==> config.mk <==
export PLATFORM = sky130hd
export DESIGN_NAME = fpes_host_sequencer
export DESIGN_NICKNAME = d
export VERILOG_FILES = /design/src/hw/fpes_host_sequencer.v
export VERILOG_INCLUDE_DIRS = /design/src /design/src/hw
export SDC_FILE = /design/constraint.sdc
export NUM_CORES = 1
export LEC_CHECK = 0
export ABC_AREA = 1
export BUFFER_PORTS_ARGS = -buffer_cell sky130_fd_sc_hd__buf_2
export CAP_MARGIN = 30
export CORE_MARGIN = 4
export CORE_UTILIZATION = 61
export CTS_BUF_LIST = sky130_fd_sc_hd__clkbuf_4
export DETAILED_ROUTE_END_ITERATION = 8
export PLACE_DENSITY = 0.85
export SLEW_MARGIN = 20
export SYNTH_ARGS = -nofsm -noshare
export SYNTH_HDL_FRONTEND = slang
export SYNTH_SLANG_ARGS = --single-unit
==> constraint.sdc <==
create_clock -name clk_i -period 5.2 [get_ports clk_i]
set_input_delay 0.52 -clock clk_i [delete_from_list [all_inputs] [get_ports clk_i]]
set_output_delay 0.52 -clock clk_i [all_outputs]
set_load 0.005 [all_outputs]
==> src/hw/fpes_defines.vh <==
/*
 Constants for the flash program/erase host sequencer: command codes,
 status bit positions, register offsets and bus cycle timing.
 Assumes inclusion by the sequencer module and by the test bench.
*/
`ifndef FPES_DEFINES_VH
`define FPES_DEFINES_VH

// Flash command codes
`define FPES_CMD_PROGRAM 8'h40
`define FPES_CMD_ERASE 8'h20
`define FPES_CMD_CONFIRM 8'hD0
`define FPES_CMD_SUSPEND 8'hB0
`define FPES_CMD_STATUS 8'h70
`define FPES_CMD_CLEAR 8'h50
`define FPES_CMD_READ 8'hFF

// Status bit positions
`define FPES_SR_READY 7
`define FPES_SR_ERS_SUSP 6
`define FPES_SR_ERS_ERR 5
`define FPES_SR_PRG_ERR 4
`define FPES_SR_SUPPLY_ERR 3
`define FPES_SR_PRG_SUSP 2
`define FPES_SR_LOCKED 1

// Host operation codes in the control register
`define FPES_OP_READ 3'h0
`define FPES_OP_PROGRAM 3'h1
`define FPES_OP_ERASE 3'h2
`define FPES_OP_SUSPEND 3'h3
`define FPES_OP_RESUME 3'h4
`define FPES_OP_CLEAR 3'h5
`define FPES_OP_STATUS 3'h6

// Wishbone register byte offsets
`define FPES_REG_CTRL 4'h0
`define FPES_REG_ADDR 4'h4
`define FPES_REG_DATA 4'h8
`define FPES_REG_STAT 4'hC

// Strobe timing: 70 ns access, rounded up at 10 ns
`define FPES_CLK_NS 10
`define FPES_STROBE_NS 70
`define FPES_STROBE_CYC ((`FPES_STROBE_NS + `FPES_CLK_NS - 1) / `FPES_CLK_NS)
// Suspend latencies in microseconds
`define FPES_PRG_SUSP_US 10
`define FPES_ERS_SUSP_US 15
`define FPES_PRG_SUSP_CYC (`FPES_PRG_SUSP_US * 1000 / `FPES_CLK_NS)
`define FPES_ERS_SUSP_CYC (`FPES_ERS_SUSP_US * 1000 / `FPES_CLK_NS)

`endif

==> src/hw/fpes_host_sequencer.v <==
/*
 Host controller that drives a clockless parallel NOR flash through its
 chip-select, output-enable and write-enable strobes, issuing program,
 erase, suspend, resume, clear and read-status sequences ordered by
 software over a classic Wishbone slave. Assumes the flash pins are
 wired directly; data pins are tristated by the bench from flash_dq_oe_o.
*/
// The implementer's own choices: the Wishbone slave port and the address map.
// Overview of operation
// - Program: write 40 anywhere, then the data word at target.
// - Each status read toggles chip-select and output-enable afresh.
// - Write FF after the last operation to return to array read.
// - Program suspend: B0 then 70; bit 2 shows suspended state.
// - While program suspended, FF gives array reads; D0 resumes.
// - Erase: write 20 anywhere, then D0 within the sector.
// - Erase suspended: FF reads or 40 programs elsewhere; D0 resumes.
`timescale 1ns/1ps
`default_nettype none
`include "fpes_defines.vh"

module fpes_host_sequencer (
    // Clock and reset
    input wire clk_i,
    input wire rst_i,
    // Wishbone slave
    input wire wb_cyc_i,
    input wire wb_stb_i,
    input wire wb_we_i,
    input wire [3:0] wb_adr_i,
    input wire [3:0] wb_sel_i,
    input wire [31:0] wb_dat_i,
    output reg [31:0] wb_dat_o,
    output reg wb_ack_o,
    // Flash pins
    output reg flash_ce_n_o,
    output reg flash_oe_n_o,
    output reg flash_we_n_o,
    output reg [19:0] flash_addr_o,
    output reg [15:0] flash_dq_o,
    output reg flash_dq_oe_o,
    input wire [15:0] flash_dq_i
);

    localparam [2:0] ST_IDLE = 3'h0;
    localparam [2:0] ST_WRITE = 3'h1;
    localparam [2:0] ST_READ = 3'h2;
    localparam [2:0] ST_GAP = 3'h3;
    localparam [2:0] ST_POLL = 3'h4;
    localparam integer STROBE_INT = `FPES_STROBE_CYC;
    localparam [3:0] STROBE_CYC = STROBE_INT[3:0];

    // Software visible state, and the internal preempt flag
    reg [2:0] op;
    reg op_busy;
    reg [19:0] target_addr;
    reg [15:0] write_word;
    reg [7:0] last_status;
    reg [15:0] last_array;
    reg refused;
    reg status_mode;
    reg preempt;
    // Sequencer state
    reg [2:0] state;
    reg [1:0] step;
    reg [3:0] cnt;
    reg poll_done;
    reg [7:0] seq_code [0:1];
    reg seq_has_data;
    reg [1:0] seq_len;
    reg seq_poll;
    // Data pins pass three flops, two must agree
    reg [15:0] dq_s1;
    reg [15:0] dq_s2;
    reg [15:0] dq_s3;
    reg [15:0] dq_stable;

    wire wb_req = wb_cyc_i & wb_stb_i & ~wb_ack_o;
    wire [15:0] dq_sample = dq_stable;
    // Suspend may cut into the polling of a running program or erase
    wire can_suspend = op_busy && step == 2'h3 &&
        (op == `FPES_OP_PROGRAM || op == `FPES_OP_ERASE) &&
        wb_dat_i[2:0] == `FPES_OP_SUSPEND;

    function err_blocks;
        input [2:0] kind;
        input [7:0] sr;
        begin
            if (kind == `FPES_OP_PROGRAM)
                err_blocks = sr[`FPES_SR_SUPPLY_ERR];
            else if (kind == `FPES_OP_ERASE)
                err_blocks = sr[`FPES_SR_SUPPLY_ERR] | sr[`FPES_SR_LOCKED]
                    | sr[`FPES_SR_ERS_SUSP];
            else
                err_blocks = 1'b0;
        end
    endfunction

    always @(posedge clk_i) begin
        dq_s1 <= flash_dq_i;
        dq_s2 <= dq_s1;
        dq_s3 <= dq_s2;
        if (dq_s2 == dq_s3)
            dq_stable <= dq_s3;
    end

    // Wishbone register file, one cycle answer
    always @(posedge clk_i) begin
        if (rst_i) begin
            wb_ack_o <= 1'b0;
            wb_dat_o <= 32'h00000000;
            op <= `FPES_OP_READ;
            op_busy <= 1'b0;
            target_addr <= 20'h00000;
            write_word <= 16'h0000;
            refused <= 1'b0;
            preempt <= 1'b0;
        end else begin
            wb_ack_o <= wb_req;
            if (state == ST_IDLE && op_busy && poll_done && !preempt)
                op_busy <= 1'b0;
            // Sequencer has restarted by now; a set below still wins
            if (state == ST_IDLE)
                preempt <= 1'b0;
            if (wb_req && wb_we_i) begin
                case (wb_adr_i)
                `FPES_REG_CTRL: begin
                    if (wb_sel_i[0] && (!op_busy || can_suspend)) begin
                        if (err_blocks(wb_dat_i[2:0], last_status)) begin
                            refused <= 1'b1;
                        end else begin
                            refused <= 1'b0;
                            op <= wb_dat_i[2:0];
                            op_busy <= 1'b1;
                            preempt <= op_busy;
                        end
                    end
                end
                `FPES_REG_ADDR: begin
                    if (wb_sel_i[0])
                        target_addr[7:0] <= wb_dat_i[7:0];
                    if (wb_sel_i[1])
                        target_addr[15:8] <= wb_dat_i[15:8];
                    if (wb_sel_i[2])
                        target_addr[19:16] <= wb_dat_i[19:16];
                end
                `FPES_REG_DATA: begin
                    if (wb_sel_i[0])
                        write_word[7:0] <= wb_dat_i[7:0];
                    if (wb_sel_i[1])
                        write_word[15:8] <= wb_dat_i[15:8];
                end
                default: ;
                endcase
            end
            if (wb_req && !wb_we_i) begin
                case (wb_adr_i)
                `FPES_REG_CTRL:
                    wb_dat_o <= {26'h0000000, status_mode, refused,
                        op_busy, op};
                `FPES_REG_ADDR: wb_dat_o <= {12'h000, target_addr};
                `FPES_REG_DATA: wb_dat_o <= {16'h0000, last_array};
                `FPES_REG_STAT: wb_dat_o <= {24'h000000, last_status};
                default: wb_dat_o <= 32'h00000000;
                endcase
            end
        end
    end

    // Sequence decode: codes, data phase, and whether to poll ready
    always @* begin
        seq_code[0] = `FPES_CMD_READ;
        seq_code[1] = `FPES_CMD_READ;
        seq_has_data = 1'b0;
        seq_len = 2'h1;
        seq_poll = 1'b0;
        case (op)
        `FPES_OP_PROGRAM: begin
            seq_code[0] = `FPES_CMD_PROGRAM;
            seq_has_data = 1'b1;
            seq_poll = 1'b1;
        end
        `FPES_OP_ERASE: begin
            seq_code[0] = `FPES_CMD_ERASE;
            seq_code[1] = `FPES_CMD_CONFIRM;
            seq_len = 2'h2;
            seq_poll = 1'b1;
        end
        `FPES_OP_SUSPEND: begin
            seq_code[0] = `FPES_CMD_SUSPEND;
            seq_code[1] = `FPES_CMD_STATUS;
            seq_len = 2'h2;
            seq_poll = 1'b1;
        end
        `FPES_OP_RESUME: seq_code[0] = `FPES_CMD_CONFIRM;
        `FPES_OP_CLEAR: seq_code[0] = `FPES_CMD_CLEAR;
        `FPES_OP_STATUS: seq_code[0] = `FPES_CMD_STATUS;
        default: seq_code[0] = `FPES_CMD_READ;
        endcase
    end

    // Flash strobe sequencer
    always @(posedge clk_i) begin
        if (rst_i) begin
            state <= ST_IDLE;
            step <= 2'h0;
            cnt <= 4'h0;
            poll_done <= 1'b0;
            flash_ce_n_o <= 1'b1;
            flash_oe_n_o <= 1'b1;
            flash_we_n_o <= 1'b1;
            flash_addr_o <= 20'h00000;
            flash_dq_o <= 16'h0000;
            flash_dq_oe_o <= 1'b0;
            last_status <= 8'h80;
            last_array <= 16'h0000;
            status_mode <= 1'b0;
        end else begin
            case (state)
            ST_IDLE: begin
                if (op_busy && !poll_done) begin
                    flash_ce_n_o <= 1'b0;
                    flash_dq_oe_o <= 1'b1;
                    flash_addr_o <= (step == 2'h1) ? target_addr : 20'h00000;
                    if (step == 2'h1 && seq_has_data)
                        flash_dq_o <= write_word;
                    else
                        flash_dq_o <= {8'h00, seq_code[step[0]]};
                    flash_we_n_o <= 1'b0;
                    cnt <= STROBE_CYC;
                    state <= ST_WRITE;
                end else if (op_busy && poll_done) begin
                    poll_done <= 1'b0;
                    step <= 2'h0;
                end
            end
            ST_WRITE: begin
                if (cnt != 4'h0) begin
                    cnt <= cnt - 4'h1;
                end else begin
                    flash_we_n_o <= 1'b1;
                    flash_ce_n_o <= 1'b1;
                    flash_dq_oe_o <= 1'b0;
                    cnt <= STROBE_CYC;
                    if (step + 2'h1 < seq_len + {1'b0, seq_has_data}) begin
                        step <= step + 2'h1;
                        state <= ST_GAP;
                    end else begin
                        status_mode <= (op != `FPES_OP_READ) &&
                            (op != `FPES_OP_CLEAR);
                        state <= (op == `FPES_OP_READ) ? ST_GAP : ST_POLL;
                        step <= 2'h3;
                    end
                end
            end
            ST_GAP: begin
                if (cnt != 4'h0) begin
                    cnt <= cnt - 4'h1;
                end else begin
                    state <= ST_IDLE;
                    if (step == 2'h3) begin
                        poll_done <= 1'b1;
                        if (op == `FPES_OP_READ) begin
                            flash_ce_n_o <= 1'b0;
                            flash_oe_n_o <= 1'b0;
                            flash_addr_o <= target_addr;
                            cnt <= STROBE_CYC + STROBE_CYC;
                            state <= ST_READ;
                            poll_done <= 1'b0;
                            step <= 2'h2;
                        end
                    end
                end
            end
            ST_POLL: begin
                if (cnt != 4'h0) begin
                    cnt <= cnt - 4'h1;
                end else if (preempt) begin
                    // Jump only after the gap so writes stay spaced
                    state <= ST_IDLE;
                    step <= 2'h0;
                end else begin
                    flash_ce_n_o <= 1'b0;
                    flash_oe_n_o <= 1'b0;
                    cnt <= STROBE_CYC + STROBE_CYC;
                    state <= ST_READ;
                end
            end
            ST_READ: begin
                if (cnt != 4'h0) begin
                    cnt <= cnt - 4'h1;
                end else begin
                    flash_ce_n_o <= 1'b1;
                    flash_oe_n_o <= 1'b1;
                    cnt <= STROBE_CYC;
                    if (step == 2'h2) begin
                        last_array <= dq_sample;
                        poll_done <= 1'b1;
                        state <= ST_GAP;
                    end else begin
                        last_status <= dq_sample[7:0];
                        // Busy flash: deselect and poll again
                        if (dq_sample[`FPES_SR_READY] || !seq_poll) begin
                            state <= ST_GAP;
                        end else begin
                            state <= ST_POLL;
                        end
                    end
                end
            end
            default: state <= ST_IDLE;
            endcase
        end
    end

endmodule // fpes_host_sequencer
`default_nettype wire

# Yosys cells after proc, flatten, opt, wreduce, memory -nomap -nowiden
# Cells that the tools add are included.
[op_classes]
mul = 0
n_mux = 85
order_cmp = 2
div = 0
n_shift = 0
bitwise = 10
n_eq_ne = 37
reduce_logical = 54
n_addsub = 3
[op_table]
columns = ["cell", "n"]
rows = [
  ["$mux 20", 5],
  ["$pmux 20 s4", 1],
  ["$pmux 8 s6", 1],
  ["$pmux 20 s2", 1],
  ["$mux 1", 35],
  ["$reduce_and 3->1", 10],
  ["$mux 4", 7],
  ["$mux 3", 9],
  ["$mux 2", 13],
  ["$mux 8", 3],
  ["$ne 2x2->1 const B", 11],
  ["$eq 3x2->1 const B", 6],
  ["$eq 16x16->1", 1],
  ["$mux 16", 1],
  ["$pmux 4 s4", 1],
  ["$pmux 8 s2", 1],
  ["$pmux 3 s5", 1],
  ["$reduce_and 5->1", 3],
  ["$reduce_and 7->1", 2],
  ["$logic_and 1x1->1", 13],
  ["$eq 3x3->1 const B", 4],
  ["$ne 3x3->1 const B", 4],
  ["$reduce_bool 4->1", 3],
  ["$eq 3x1->1 const B", 3],
  ["other kinds (30)", 52],
]
[totals]
mem_bits_ro = 0
wordCells = 219
latchBits = 0
in_bits = 61
out_inout_bits = 73
reg_bits = 214
mem_count = 0
ram_bits = 0

# Longest topological paths before layout
[depth]
word_depth = 14
depth_mapped = 13
depth_no_buf = 13

# Worst setup path after synthesis
# No wires, ideal clock.
[synth_path]
kind = "register to register"
from = "register dq_s3[2]"
to = "register dq_stable[0] (netlist: dq_sample[0]), enable pin"
setup_slack_ns = 3.279
stages_incl_launch_ff = 5
period_less_slack_ns = 1.921
t_arrival_ns = 1.532
required_time_ns = 4.812
setup_ns = 0.388
n_path_buf = 0
cell_sequence = "dfxtp_1 xnor2_1 nand4_1 or2_2 nor2_1"
[synth_between]
elab_chain_len = 1
[synth_rtl]
columns = ["element", "line", "rtl"]
rows = [
  ["start: declaration", "fpes_host_sequencer.v:74", "reg [15:0] dq_s3;"],
  ["start signal: assignment", "fpes_host_sequencer.v:101", "dq_s3 <= dq_s2;"],
  ["$eq 16x16->1", "fpes_host_sequencer.v:102", "if (dq_s2 == dq_s3)"],
  ["end signal: assignment", "fpes_host_sequencer.v:103", "dq_stable <= dq_s3;"],
  ["end: declaration", "fpes_host_sequencer.v:75", "reg [15:0] dq_stable;"],
]
# Every way passes these cells.
# A chain may end at the register's enable or synchronous reset.

# Worst setup path after layout
[layout_path]
from = "register cnt[0]"
to = "register flash_addr_o[14]"
[layout_between]
elab_chain_len = 3
[layout_rtl]
columns = ["element", "line", "rtl"]
rows = [
  ["start: declaration", "fpes_host_sequencer.v:65", "reg [3:0] cnt;"],
  ["start signal: assignment", "fpes_host_sequencer.v:238", "cnt <= cnt - 4'h1;"],
  ["start signal: assignment", "fpes_host_sequencer.v:257", "cnt <= cnt - 4'h1;"],
  ["start signal: assignment", "fpes_host_sequencer.v:266", "cnt <= STROBE_CYC + STROBE_CYC;"],
  ["$reduce_bool 4->1", "fpes_host_sequencer.v:256", "if (cnt != 4'h0) begin"],
  ["$ne 2x2->1 (no line)", "--", ""],
  ["$reduce_and 5->1 (no line)", "--", ""],
  ["end signal: assignment", "fpes_host_sequencer.v:223", "flash_addr_o <= (step == 2'h1) ? target_addr : 20'h00000;"],
  ["end signal: assignment", "fpes_host_sequencer.v:265", "flash_addr_o <= target_addr;"],
  ["end: declaration", "fpes_host_sequencer.v:38", "output reg [19:0] flash_addr_o,"],
]
# Every way passes these cells.

==> reports/qor.csv <==
stage,metric,value,unit
critical_path,Max stage delay on crit path,430,ps
sta,worst hold-check slack,133,ps
cts,Inserted Clock Buffers,48,
synthesis,Mapped Cells,979,
placement,number of cells after detailed placement,1226,
synthesis,fraction of registers with async set/reset,0,%
grt,largest net degree at the start of global routing,67,
critical_path,crit path max fanout,40,
routing,routed via count divided by cell count,5.15,
cts,TritonCTS clock tree,done,
cells_and_area,ANT cells,0,
cells_and_area,synthesis-to-finish area growth,16.0,%
critical_path,source of the worst register-to-register timing path,cnt[0],
cts,CTS-repair resized insts,0,
power,Pleak,4.13,nW
cts,Setup Buffers After CTS,0,
floorplan,number of cell rows,41,
cts,clock transition at the registers of the reported paths,60,ps
critical_path,category of the worst setup path launch point,flip-flop,
synthesis,cell types with the largest area share after synthesis,"dfxtp_1 47%, nand2_1 11%, nor2_1 6.5%",
critical_path,R2R Path End,flash_addr_o[14],
cts,CTS HTree Levels,2,
power,VDD IR max,0.299,mV
placement,placed wire-length estimate,12400,um
routing,final wirelength,17800,um
critical_path,source of the critical timing path,cnt[0],
critical_path,ordered cell list for the critical path,"inv_1, ha_1, nand3_1, nand2_1, nand3_1, nor2_2, buf_4, nand2_1, o21ai_0, nor2_1",
placement,input/output buffers,108,
run,max-capacitance violation count,0,
synthesis,cell area after synthesis,0.00789,sq mm
sta,Fin Clk Skew,24.6,ps
routing,Final ANT Viol Nets,0,
synthesis,main flop type after synthesis,dfxtp_1,
cells_and_area,post-layout net count,1188,
placement,cell area reported after detailed placement,0.00842,sq mm
cells_and_area,Post-Layout Inst Area,0.00915,sq mm
synthesis,share of the synthesized area in the top cell type,47.2,%
status,result of the run,finished clean,
routing,drt drc,0,
synthesis,sequential-to-total area share from yosys stat,53.3,%
sta,setup repair after global routing missed its margin,no,
critical_path,critical-path cell with the highest stage delay,nand3_1,
sta,ratio of final minimum period to clock period,43.5,%
power,pwr/cell area,356,mW/mm^2
placement,gpl congestion,0.937,
worst_hold_path,start point of the worst min-delay path,wb_dat_i[17],
synthesis,Synth Area per Inst,8.05,sq um
critical_path,cell family with most CP delay,simple AND/OR/NAND/NOR gates,
cells_and_area,final core utilization,72.5,%
routing,routed wirelength normalized by instance count,13.5,um
worst_hold_path,Hold Path End,target_addr[17],
sta,count of final setup violators,0,
sta,worst relative slew slack,45.0,%
floorplan,Die X,122,um
synthesis,most repeated cell in the gate-level netlist after synthesis,nand2_1,
placement,post-placement worst setup slack,2780,ps
synthesis,YS warnings,0,
grt,initial antenna violation count,0,
critical_path,cells on worst reg2reg path,10,
sta,Final Hold Vio Count,0,
sta,"Slew Viols, Final",0,
cts,clock latency of the later-clocked register in the worst-skew pair,630,ps
power,overall power after layout,3.26,mW
synthesis,most instantiated cells after synthesis,"230 x nand2_1, 186 x dfxtp_1, 136 x nor2_1",
grt,overflow left after global routing,0,
grt,global-route wire length before repair,28900,um
critical_path,worst reg-to-reg setup slack,2940,ps
critical_path,endpoint required time on the critical path,5690,ps
floorplan,area of the core region,0.0126,sq mm
synthesis,flip-flop and latch count after synthesis,202,
critical_path,Setup CP Type,flip-flop to flip-flop,
cts,maximum buffer depth of the clock tree,3,
floorplan,die outline height,122,um
cts,clock root cell,clkbuf_4,
sta,Worst Slack Setup Final,2940,ps
routing,starting DRC count in detailed routing,540,
synthesis,post-synthesis cell type count,38,
critical_path,count of buffer and inverter cells on the critical path,2,
worst_hold_path,hold path cells,3,
cells_and_area,final cell count without fillers,1320,
cells_and_area,ratio of cells with drive above 1 in the final layout,20.2,%
synthesis,number of flops mapped to enable cells by yosys,16,
grt,via count of the first global-routing pass,6295,
sta,slew of the pin with the lowest slew margin,823,ps
worst_hold_path,Min-Delay Path Class,input pin to flip-flop,
floorplan,die outline area,0.0148,sq mm
floorplan,effective utilization at floorplan,62.5,%
critical_path,critical path endpoint category,flip-flop,
floorplan,IO Count,134,
grt,Total GRT Usage,24.0,%
sta,maximum clock rate,0.442,GHz
routing,Detailed Routing Iterations Pass 1,6,
sta,minimum clock period,2260,ps
sta,TNS Setup,0,ps
critical_path,critical path arrival,2750,ps
routing,vias after detailed routing,6793,
synthesis,Yosys top cell by area,dfxtp_1,
cts,Clock Sinks,202,
-- worst min-delay path, cell delays in order --
cell and delay (ps):
buf_2 80, nor4_1 40, nor2_1 80
-- worst max path at each step --
stage / endpoint / slack [ps] / cells after the start
after floorplan: dq_sample[0] / 3280 / 4
final: flash_addr_o[14] / 2940 / 10
after global placement: wb_dat_o[3] / 2860 / 7
after global routing: flash_addr_o[8] / 2670 / 10
after detailed placement: wb_dat_o[3] / 2780 / 7
after CTS: last_array[13] / 2760 / 6
-- logic make-up after synthesis --
logic type / count (synthesis) / synth area share, %
xor+xnor: 14 / 1.55
buf+inv: 122 / 7.30
fa+ha+maj: 6 / 0.952
simple gates: 454 / 25.0
compound gates: 180 / 11.8
flops: 202 / 53.3
other cells: 1 / 0.0476
-- timing repair --
item,4_1_cts,5_1_grt
hold buffers,16,0
setup endpoints to repair,0,0
endpoints found under the hold margin,16,0
-- power breakdown --
group / switching (mW) / leakage [nW] / total (mW) / internal [mW]
Clock: 0.571 / 0.341 / 1.18 / 0.610
Combinational: 0.251 / 2.12 / 0.393 / 0.142
Sequential: 0.0457 / 1.66 / 1.68 / 1.64
-- placed cells by master (no fill, tap or decap) --
master,synthesis,final
buf_4,24,3
nor3b_1,1,1
clkbuf_4,0,70
xnor2_1,10,10
buf_6,3,2
nor2_1,136,136
buf_2,2,108
a22oi_1,4,4
nor2_2,9,9
clkinv_1,1,5
o221ai_1,1,1
nand3_2,6,6
inv_4,1,1
nor2_4,6,6
xor2_1,4,4
nand3_1,26,26
edfxtp_1,16,16
dfxtp_1,186,186
nand2_2,4,4
nor4_1,4,4
a21oi_1,61,61
conb_1,1,12
ha_1,6,6
a21oi_2,1,1
o21ai_1,19,19
dlygate4sd3_1,0,16
nor3_1,11,11
clkinv_4,0,1
o31ai_1,1,1
nand2_4,2,2
inv_2,11,13
nand4_1,13,13
inv_1,61,61
nand2_1,230,230
or2_2,3,3
a31oi_1,1,1
o21ai_0,88,88
o211ai_1,4,4
nor3_4,3,3
-- sequential cells by signal (all words and copies together), names as in the netlist, 2 cells and up --
name and flops:
state 3, op 3, wb_dat_o 20, last_array 16, dq_s3 16, step 2
target_addr 20, flash_dq_o 16, dq_sample 16, dq_s1 16, write_word 16, last_status 8
dq_s2 16, cnt 4, flash_addr_o 20
-- per-layer routing --
layer | track usage (%) | share of wire (%)
met5 | 0 | 0
met3 | 5.20 | 7.4
met1 | 31.4 | 42
met4 | 8.89 | 1.9
met2 | 39.3 | 48
-- cell type report --
class / count / area (sq um)
multi-input cells: 666 / 3150
fillers: 990 / 3470
well taps: 172 / 215
flip-flops and latches: 202 / 4200
clock inverters: 7 / 31.3
clock buffers: 70 / 526
repair buffers: 129 / 746
inverters: 74 / 280
(Power assumes the default switching activity.)
